===== config.mk =====
export PLATFORM = sky130hd
export DESIGN_NAME = self_program_flash_controller
export DESIGN_NICKNAME = d
export VERILOG_FILES = /design/src/pkg/fsc_pkg.sv /design/src/design/self_program_flash_controller.sv
export VERILOG_INCLUDE_DIRS = /design/src /design/src/pkg
export SDC_FILE = /design/constraint.sdc
export NUM_CORES = 1
export LEC_CHECK = 0
export ABC_AREA = 1
export BUFFER_PORTS_ARGS = -buffer_cell sky130_fd_sc_hd__buf_2
export CAP_MARGIN = 10
export CELL_PAD_IN_SITES_DETAIL_PLACEMENT = 1
export CELL_PAD_IN_SITES_GLOBAL_PLACEMENT = 2
export CORE_MARGIN = 4
export CORE_UTILIZATION = 33
export CTS_CLUSTER_DIAMETER = 150
export CTS_CLUSTER_SIZE = 16
export DETAILED_ROUTE_END_ITERATION = 7
export PLACE_DENSITY_LB_ADDON = 0.1
export RECOVER_POWER = 100
export SLEW_MARGIN = 20
export SYNTH_ARGS = -nofsm -noshare
export SYNTH_HDL_FRONTEND = slang
export SYNTH_SLANG_ARGS = --single-unit

===== constraint.sdc =====
create_clock -name CLK -period 2.4 [get_ports CLK]
set_clock_uncertainty 0.1 [all_clocks]
set_input_delay 0.24 -clock CLK [delete_from_list [all_inputs] [get_ports CLK]]
set_output_delay 0.24 -clock CLK [all_outputs]
set_load 0.02 [all_outputs]

===== src/pkg/flash_seq_cfg.svh =====
// Offsets, bit positions, reset values and timing of the flash sequencer.
// Assumes byte-wide registers on a small plain register port.
`ifndef FLASH_SEQ_CFG_SVH
`define FLASH_SEQ_CFG_SVH

// ----------------------------------------------------------------------
// Register offsets
// ----------------------------------------------------------------------
`define FSC_OFF_CTRL 3'h0
`define FSC_OFF_UNLOCK 3'h1
`define FSC_OFF_LATCH 3'h2
`define FSC_OFF_PTR_L 3'h3
`define FSC_OFF_PTR_H 3'h4
`define FSC_OFF_PTR_U 3'h5
`define FSC_OFF_STAT 3'h6

// ----------------------------------------------------------------------
// Field positions
// ----------------------------------------------------------------------
`define FSC_B_PGM 7
`define FSC_B_CFG 6
`define FSC_B_ERASE 4
`define FSC_B_ABORT 3
`define FSC_B_WRITE_ENABLE_BIT 2
`define FSC_B_GO 1
`define FSC_B_DONE 0
`define FSC_B_BUSY 1

// ----------------------------------------------------------------------
// Codes and reset values
// ----------------------------------------------------------------------
`define FSC_KEY1 8'h55
`define FSC_KEY2 8'hAA
`define FSC_HOLD_RST 8'hFF
`define FSC_BYTE_ZERO 8'h00
`define FSC_PTR_RST 22'h000000
`define FSC_HOLD_N 8

// ----------------------------------------------------------------------
// Timing
// ----------------------------------------------------------------------
`define FSC_PROG_TIME_NS 2000000
`define FSC_CLK_PERIOD_NS 10
`define FSC_PROG_CYCLES (`FSC_PROG_TIME_NS / `FSC_CLK_PERIOD_NS)

`endif


===== src/pkg/fsc_pkg.sv =====
// Types shared by the flash sequencer and its bench.
// Assumes the constants header is compiled alongside.
package fsc_pkg;

  // --------------------------------------------------------------------
  // State machines
  // --------------------------------------------------------------------
  typedef enum logic [1:0] {
    ST_IDLE = 2'b00,
    ST_ERASE = 2'b01,
    ST_PROG = 2'b10
  } op_state_t;

  typedef enum logic [1:0] {
    UL_NONE = 2'b00,
    UL_KEY1 = 2'b01,
    UL_ARMED = 2'b10
  } unlock_state_t;

  // --------------------------------------------------------------------
  // Carriers
  // --------------------------------------------------------------------
  typedef struct packed {
    logic program_space_select;
    logic config_space_select;
    logic erase_select;
    logic write_abort_flag;
    logic write_enable_bit;
    logic write_start;
  } ctrl_t;

  typedef struct packed {
    logic [2:0] addr;
    logic [7:0] wdata;
    logic wr;
    logic rd;
  } reg_req_t;

  typedef struct packed {
    logic rd_en;
    logic erase;
    logic prog;
    logic pump_en;
    logic [20:0] addr;
  } flash_cmd_t;

endpackage


===== src/design/self_program_flash_controller.sv =====
// Self-programming sequencer for on-chip flash: table reads and writes,
// row erase and block programming. Assumes a flash array with a one-cycle
// read latency and a core that obeys the stall output.
//
// Implementation choices: the plain strobed port and the address map.
`include "flash_seq_cfg.svh"

// Overview of operation
// - Each table read fetches one byte at the pointer into the latch.
// - One byte per table read; pointer update is left to software.
// - Pointer bit 0 selects low or high byte of the flash word.
// - Erase always clears a whole 64-byte row, never a single word.
// - Erase uses pointer bits 21..6 as row; bits 5..0 ignored.
// - Start needs 55h then AAh to the unlock port before go.
// - Core is stalled while an erase or program runs.
// - Erase stall lasts about 2 ms from the programming timer.
// - Programming works only on 8-byte blocks.
// - Eight holding bytes; table writes load them only.
// - Holding bytes return to FFh on reset and after each finished write; an abort keeps them.
// - Holding byte FFh leaves its flash byte unchanged.
// - Partly loaded holding bytes still program; rest stay unchanged.
// - On-chip timer sets duration; charge pump enabled meanwhile.
// - Pointer bits 2..0 pick holding byte; bits 21..3 pick block.
// - Go bit settable only by software, cleared by hardware at end.
// - Write done flag set at end, held until software clears.
// - Abort request or bad start sets abort flag; an abort request keeps space selects, a bad start loads them from the write.
module self_program_flash_controller #(
  parameter int unsigned PROG_CYCLES = `FSC_PROG_CYCLES
) (
  input wire logic CLK,
  input wire logic RST_N,
  input wire fsc_pkg::reg_req_t REG_REQ,
  output logic [7:0] REG_RDATA,
  input wire logic TBL_RD_OP,
  input wire logic TBL_WR_OP,
  input wire logic ABORT_REQ,
  input wire logic [15:0] FLASH_RDATA,
  output fsc_pkg::flash_cmd_t FLASH_CMD,
  output logic [63:0] FLASH_PROG_DATA,
  output logic [7:0] FLASH_BYTE_EN,
  output logic CORE_STALL,
  output logic WRITE_DONE_FLAG
);

  // --------------------------------------------------------------------
  // Declarations
  // --------------------------------------------------------------------
  localparam int CNT_W = $clog2(PROG_CYCLES + 1);
  localparam logic [CNT_W-1:0] CNT_LAST = CNT_W'(PROG_CYCLES - 1);

  fsc_pkg::op_state_t state_r, state_nxt;
  fsc_pkg::unlock_state_t ul_r, ul_nxt;
  fsc_pkg::ctrl_t ctrl_r, ctrl_nxt;
  fsc_pkg::flash_cmd_t cmd_r, cmd_nxt;
  logic [CNT_W-1:0] cnt_r, cnt_nxt;
  logic [21:0] ptr_r, ptr_nxt;
  logic [7:0] latch_r, latch_nxt;
  logic [7:0][7:0] hold_r;
  logic [7:0] ben_r, ben_nxt;
  logic [7:0] rdata_r, rdata_nxt;
  logic hi1_r, hi2_r, rd_pend_r;
  logic stall_r, done_r, done_nxt;

  function automatic logic hit(input logic [2:0] a, input logic [2:0] off);
    hit = a == off;
  endfunction

  // --------------------------------------------------------------------
  // Bus decode
  // --------------------------------------------------------------------
  wire logic [7:0] wd = REG_REQ.wdata;
  wire logic idle = state_r == fsc_pkg::ST_IDLE;
  wire logic wr_ctrl = REG_REQ.wr && hit(REG_REQ.addr, `FSC_OFF_CTRL);
  wire logic wr_unl = REG_REQ.wr && hit(REG_REQ.addr, `FSC_OFF_UNLOCK);
  wire logic wr_lat = REG_REQ.wr && hit(REG_REQ.addr, `FSC_OFF_LATCH);
  wire logic wr_stat = REG_REQ.wr && hit(REG_REQ.addr, `FSC_OFF_STAT);
  wire logic ctrl_wr_ok = wr_ctrl && idle;
  wire logic go_req = ctrl_wr_ok && wd[`FSC_B_GO];
  // Settings carried by the same write count, so a read-modify-write works
  wire logic go_ok = go_req && ul_r == fsc_pkg::UL_ARMED
    && wd[`FSC_B_WRITE_ENABLE_BIT] && wd[`FSC_B_PGM] && !wd[`FSC_B_CFG];
  wire logic go_bad = go_req && !go_ok;
  wire logic finish = !idle && cnt_r == CNT_LAST && !ABORT_REQ;
  wire logic abort = !idle && ABORT_REQ;

  // --------------------------------------------------------------------
  // Unlock sequence
  // --------------------------------------------------------------------
  // Any other write between the keys or before go disarms the start
  assign ul_nxt = !REG_REQ.wr ? ul_r :
    (wr_unl && wd == `FSC_KEY1) ? fsc_pkg::UL_KEY1 :
    (wr_unl && wd == `FSC_KEY2 && ul_r == fsc_pkg::UL_KEY1) ?
      fsc_pkg::UL_ARMED : fsc_pkg::UL_NONE;

  // --------------------------------------------------------------------
  // Control register
  // --------------------------------------------------------------------
  wire logic pgm_nxt = ctrl_wr_ok ? wd[`FSC_B_PGM]
    : ctrl_r.program_space_select;
  wire logic cfg_nxt = ctrl_wr_ok ? wd[`FSC_B_CFG]
    : ctrl_r.config_space_select;
  wire logic write_enable_bit_nxt = ctrl_wr_ok ? wd[`FSC_B_WRITE_ENABLE_BIT]
    : ctrl_r.write_enable_bit;
  wire logic erase_nxt = ctrl_wr_ok ? wd[`FSC_B_ERASE] :
    (finish && state_r == fsc_pkg::ST_ERASE) ? 1'b0 : ctrl_r.erase_select;
  // Hardware set wins over a software clear in the same cycle
  wire logic abort_nxt = go_bad || abort ||
    (ctrl_wr_ok ? wd[`FSC_B_ABORT] : ctrl_r.write_abort_flag);
  wire logic go_nxt = go_ok ||
    (ctrl_r.write_start && !(finish || abort));
  assign ctrl_nxt = {pgm_nxt, cfg_nxt, erase_nxt, abort_nxt, write_enable_bit_nxt,
    go_nxt};
  assign done_nxt = finish ||
    (done_r && !(wr_stat && wd[`FSC_B_DONE]));

  // --------------------------------------------------------------------
  // Long write sequencer
  // --------------------------------------------------------------------
  always_comb begin
    state_nxt = state_r;
    case (state_r)
      fsc_pkg::ST_IDLE: begin
        if (go_ok) begin
          state_nxt = wd[`FSC_B_ERASE] ? fsc_pkg::ST_ERASE
            : fsc_pkg::ST_PROG;
        end
      end
      fsc_pkg::ST_ERASE, fsc_pkg::ST_PROG: begin
        if (finish || abort) begin
          state_nxt = fsc_pkg::ST_IDLE;
        end
      end
      default: state_nxt = fsc_pkg::ST_IDLE;
    endcase
  end

  // Timer length scales down for simulation
  assign cnt_nxt = idle ? '0 : CNT_W'(cnt_r + 1'b1);

  // --------------------------------------------------------------------
  // Pointer, latch and read path
  // --------------------------------------------------------------------
  assign ptr_nxt = !idle ? ptr_r :
    (REG_REQ.wr && hit(REG_REQ.addr, `FSC_OFF_PTR_L)) ?
      {ptr_r[21:8], wd} :
    (REG_REQ.wr && hit(REG_REQ.addr, `FSC_OFF_PTR_H)) ?
      {ptr_r[21:16], wd, ptr_r[7:0]} :
    (REG_REQ.wr && hit(REG_REQ.addr, `FSC_OFF_PTR_U)) ?
      {wd[5:0], ptr_r[15:0]} : ptr_r;
  // Flash data land one cycle after the strobe
  assign latch_nxt = rd_pend_r ?
    (hi2_r ? FLASH_RDATA[15:8] : FLASH_RDATA[7:0]) :
    wr_lat ? wd : latch_r;

  // --------------------------------------------------------------------
  // Flash command
  // --------------------------------------------------------------------
  wire logic [20:0] row_addr = {ptr_r[21:6], 5'h00};
  wire logic [20:0] blk_addr = {ptr_r[21:3], 2'h0};
  assign cmd_nxt.rd_en = TBL_RD_OP && idle;
  assign cmd_nxt.erase = state_nxt == fsc_pkg::ST_ERASE;
  assign cmd_nxt.prog = state_nxt == fsc_pkg::ST_PROG;
  assign cmd_nxt.pump_en = state_nxt != fsc_pkg::ST_IDLE;
  assign cmd_nxt.addr = go_ok ?
    (wd[`FSC_B_ERASE] ? row_addr : blk_addr) :
    (!idle) ? cmd_r.addr : TBL_RD_OP ? ptr_r[21:1] : cmd_r.addr;

  // --------------------------------------------------------------------
  // Holding bytes
  // --------------------------------------------------------------------
  for (genvar i = 0; i < `FSC_HOLD_N; i++) begin : g_hold
    wire logic sel = TBL_WR_OP && idle && ptr_r[2:0] == 3'(i);
    // Bytes left at FFh are masked out of the array write
    assign ben_nxt[i] = go_ok ? (hold_r[i] != `FSC_HOLD_RST)
      : (finish || abort) ? 1'b0 : ben_r[i];
    always_ff @(posedge CLK or negedge RST_N) begin
      if (!RST_N) begin
        hold_r[i] <= `FSC_HOLD_RST;
      end else if (finish) begin
        hold_r[i] <= `FSC_HOLD_RST;
      end else if (sel) begin
        hold_r[i] <= latch_r;
      end
    end
  end

  // --------------------------------------------------------------------
  // Read data
  // --------------------------------------------------------------------
  wire logic [7:0] ctrl_byte = {ctrl_r.program_space_select,
    ctrl_r.config_space_select, 1'b0, ctrl_r.erase_select,
    ctrl_r.write_abort_flag, ctrl_r.write_enable_bit,
    ctrl_r.write_start, 1'b0};
  wire logic [7:0] stat_byte = {6'h00, stall_r, done_r};
  assign rdata_nxt = !REG_REQ.rd ? `FSC_BYTE_ZERO :
    hit(REG_REQ.addr, `FSC_OFF_CTRL) ? ctrl_byte :
    hit(REG_REQ.addr, `FSC_OFF_LATCH) ? latch_r :
    hit(REG_REQ.addr, `FSC_OFF_PTR_L) ? ptr_r[7:0] :
    hit(REG_REQ.addr, `FSC_OFF_PTR_H) ? ptr_r[15:8] :
    hit(REG_REQ.addr, `FSC_OFF_PTR_U) ? {2'h0, ptr_r[21:16]} :
    hit(REG_REQ.addr, `FSC_OFF_STAT) ? stat_byte : `FSC_BYTE_ZERO;

  // --------------------------------------------------------------------
  // Registers
  // --------------------------------------------------------------------
  always_ff @(posedge CLK or negedge RST_N) begin
    if (!RST_N) begin
      state_r <= fsc_pkg::ST_IDLE;
      ul_r <= fsc_pkg::UL_NONE;
      ctrl_r <= '0;
      cmd_r <= '0;
      cnt_r <= '0;
      ptr_r <= `FSC_PTR_RST;
      latch_r <= `FSC_BYTE_ZERO;
      ben_r <= `FSC_BYTE_ZERO;
      rdata_r <= `FSC_BYTE_ZERO;
    end else begin
      state_r <= state_nxt;
      ul_r <= ul_nxt;
      ctrl_r <= ctrl_nxt;
      cmd_r <= cmd_nxt;
      cnt_r <= cnt_nxt;
      ptr_r <= ptr_nxt;
      latch_r <= latch_nxt;
      ben_r <= ben_nxt;
      rdata_r <= rdata_nxt;
    end
  end

  always_ff @(posedge CLK or negedge RST_N) begin
    if (!RST_N) begin
      hi1_r <= 1'b0;
      hi2_r <= 1'b0;
      rd_pend_r <= 1'b0;
      stall_r <= 1'b0;
      done_r <= 1'b0;
    end else begin
      hi1_r <= ptr_r[0];
      hi2_r <= hi1_r;
      rd_pend_r <= cmd_r.rd_en;
      stall_r <= state_nxt != fsc_pkg::ST_IDLE;
      done_r <= done_nxt;
    end
  end

  assign REG_RDATA = rdata_r;
  assign FLASH_CMD = cmd_r;
  assign FLASH_PROG_DATA = hold_r;
  assign FLASH_BYTE_EN = ben_r;
  assign CORE_STALL = stall_r;
  assign WRITE_DONE_FLAG = done_r;
endmodule // self_program_flash_controller


==> impl_results.md <==
* Outcome: finished, final reports clean
* Synthesized netlist cell count at 796
* Vias/cell at 4.998
* Period utilization at 91.25%
* Compound-gate portion of the synthesized area at between 10 and 15%
* Placer Congestion at approximately 0.79
* Multi-input combinational cell area at 0.002570 mm^2
* PortBufs at between 100 and 150
* Most numerous cell in the Yosys netlist: nand2_1
* Post-synthesis sequential area ratio at 58.39%
* Antenna cell count at 0
* Area leader, netlist: dfrtp_1
* Commonest cells in the synthesized netlist: nand2_1, nor2_1, dfrtp_1
* Chip width at 156.7 um
* Xor and xnor area share after synthesis at less than 1%
* Largest family of logic cells by synthesized area: simple AND/OR/NAND/NOR gates
* Post-Syn Nets at 834
* Top-area cell type share of the netlist area at 35.33%
* Net Sw Frac at between 30% and 40%
* Met2 WL at 11530 um
* Critical Path RT at approximately 2.6 ns
* Fillers at 2621
* Post-synthesis simple-gate area fraction at 19.88%
* Yosys reg bits at 167
* Worst Max-Slew Pin Slew at about 1.1 ns
* PwrDens at 1124 mW/mm^2
* Combinational fraction of design power at 25.4%
* Post-synth top flop: dfrtp_1
* Final setup vio count at 0
* Max Cap Viol at 0
* Int Pwr at 6332 uW
* Total gr overflow at 0
* DR WL met3 at approximately 900 um
* CTS clk-pin slew, worst paths at 0.07 ns
* Count of yosys warnings during synthesis at 0
* Distinct cell type count after synthesis at 34
* Startpoint types: flip-flop
* Metal-1 WL at 11070 um
* Hold crit path type: in -> reg
* Post-layout minimum cycle time at 2.190 ns
* Clock tree buffer depth at 2
* Average wire per standard cell at 19.09 um
* P_sw at approximately 3600 uW
* Root Buffer: clkbuf_16
* Sequential cell area at around 0.0043 mm^2
* Worst vdd ir at approximately 450 uV
* Fmax at 0.4566 GHz
* Post-synthesis mux area share at 0%
* Clock sink total at 167
* Global-route wire length before repair at 37270 um
* Top sig layer: met4
* P&R area growth vs syn at 20.75%
* Final Hold Viols at 0
* Worst-case reg-to-reg path depth at 10
* CP Max Fanout at 16
* Core Region at 0.02176 mm^2
* Post-DP HPWL at 17320 um
* Arrival @ worst endpoint at 2.43 ns
* Die footprint at 0.02455 mm^2
* Initial Util at approximately a third
* Pleak at 0.003855 uW
* First-pass detailed-route iteration total at 4
* Max incr delay on CP at 0.37 ns
* RSZ-0062 raised after global routing: no
* Rel. slew slack at just under 30%
* Cts bufs inserted at 17
* Crit end category: flip-flop
* Die Height at 156.7 um
* Total power at 9898 uW
* Post-synth EDFFs at 0
* Async SR Flop Fraction at 100.0%
* Critical path cell sequence: ha_1 -> nand2_1 -> nor2_4 -> nand2_1 -> nor2_4 -> nand2_2 -> buf_4 -> nand2_2 -> nor2_1 -> a31oi_1
* DRC Markers at 0
* Clock power frac at 28.3%
* Critical path's slowest cell: dfrtp_1
* Area of the mapped netlist at 0.007294 mm^2
* Slew Limit Fails at 0
* Adder-cell area share of the yosys netlist at 0.6861%
* Layout net count at between 900 and 1k
* CTS tree: done
* Worst skew pair latency at ~0.43 ns
* Crit path kind: reg -> reg
* Share of cells above drive strength 1 at 15.77%
* Routed WL at 23750 um
* Flop pwr share at 46.3%
* Drt initial violations at 288
* Syn_area_per_cell at just over 9 um^2
* Hold path depth at 3
* Initial antenna violation count at 0
* Post-route setup TNS at 0 ns
* ANT nets after route at 0
* DR vias at 6217
* Top cells by area, synth: dfrtp_1, dfstp_2, nand2_1, nor2_1, a31oi_1
* Htree depth at 4
* Core Rows at 54
* Vias in the first global route at approximately 6.6k
* GR Util All Layers at 19.66%
* Io pins at 141
* Largest net degree at the start of global routing at 63
[cell families (layout without fill, tap and decap cells)]
kind of cell	Yosys count	after routing
AND/OR/NAND/NOR	338	338
adder cells (fa/ha/maj)	4	4
buffers and inverters	96	264
AO/OA/AOI/OAI	188	188
XOR/XNOR	3	3
flip-flops	167	167
[placed cells by master, fill, tap and decap left out, types with 2 or more instances in the layout]
| cell type | instances |
|---|---|
| inv_1 | 54 |
| clkbuf_16 | 20 |
| inv_4 | 2 |
| nor2_4 | 2 |
| o21ai_0 | 72 |
| nand2_4 | 2 |
| clkinv_1 | 9 |
| ha_1 | 4 |
| nand4_1 | 23 |
| clkbuf_2 | 5 |
| a31oi_1 | 65 |
| nand2_1 | 145 |
| buf_4 | 9 |
| a21oi_1 | 33 |
| a211oi_1 | 2 |
| inv_2 | 3 |
| nand2_2 | 4 |
| o2111ai_1 | 2 |
| o22ai_1 | 10 |
| dfstp_2 | 64 |
| buf_12 | 2 |
| nor2_1 | 119 |
| nor3_1 | 6 |
| dfrtp_1 | 103 |
| buf_2 | 29 |
| nand3_1 | 29 |
| clkinvlp_4 | 2 |
| xor2_1 | 2 |
| nand3_2 | 2 |
| dlygate4sd3_1 | 7 |
| clkbuf_1 | 117 |
| nor4_1 | 5 |
[cell type report]
type / count / share of cell area, %
tap: 280 / 3.977
multi-input combinational: 533 / 29.18
clock buffer: 24 / 5.966
inverter: 66 / 2.813
sequential: 167 / 48.35
clock inverter: 8 / 0.9091
timing repair buffer: 166 / 8.807
[what timing repair did]
action | CTS | global route
hold endpoints to repair | 41 | 0
hold buffers | 7 | 0
setup buffers | 0 | 0
gates resized for setup | 0 | 2
setup endpoints to repair | 0 | 3
[metrics by stage]
stage                     utilization (%)  instance area, um^2  hold slack, ns  instances  setup slack [ns]
final                               40.49                 8808         0.02946       1244            0.2100
after global routing                40.49                 8808         0.06256       1244          0.005377
after CTS                           41.34                 8994         0.01819       1244            0.2587
after detailed placement            38.23                 8318         0.08070       1205            0.2717
after global placement              38.23                 8318         0.07988       1205            0.3379
after floorplan                         -                 7295         -0.1556        796            0.6049
[power groups by stage]
stage	Combinational [uW]	Sequential, uW	Clock [uW]
floorplan	901	5250	0
detailed placement	2730	4610	0
finish	2510	4580	2800
global route	2780	4690	2990
global placement	2650	4580	0
CTS	2740	4570	2880
[state kept, by name, indices dropped and copies added (netlist names)]
signal           count
FLASH_PROG_DATA     64
REG_RDATA            8
FLASH_BYTE_EN        8
state_r              2
hi2_r                1
ptr_r               22
latch_r              8
CORE_STALL           1
ctrl_byte            6
hi1_r                1
WRITE_DONE_FLAG      1
rd_pend_r            1
ul_r                 2
cnt_r               18
FLASH_CMD           24
[routing by layer]
layer	track usage [%]	up-vias
met5	0	-
met4	4.711	0
met3	3.457	19
met2	33.20	114
met1	26.43	3071
li1	-	3013
[critical path: cells and delay by family (launching register included)]
family | cells | cell delay, ns
AND/OR/NAND/NOR | 7 | 1.01
flip-flops | 1 | 0.37
adder cells (fa/ha/maj) | 1 | 0.19
AO/OA/AOI/OAI | 1 | 0.17
buffers and inverters | 1 | 0.25
[final timing paths]
| kind | startpoint | slack (ns) | to |
|---|---|---|---|
| max | cnt_r[0] | 0.21 | FLASH_PROG_DATA[14] |
| min | REG_REQ[3] | 0.03 | ptr_r[17] |
| max reg2reg | cnt_r[0] | 0.21 | FLASH_PROG_DATA[14] |
| min reg2reg | hi1_r | 0.25 | hi2_r |
| max in group asynchronous | RST_N | 0.57 | FLASH_CMD[9] |
| min in group asynchronous | RST_N | 0.44 | cnt_r[13] |
(Power assumes the default switching activity.)
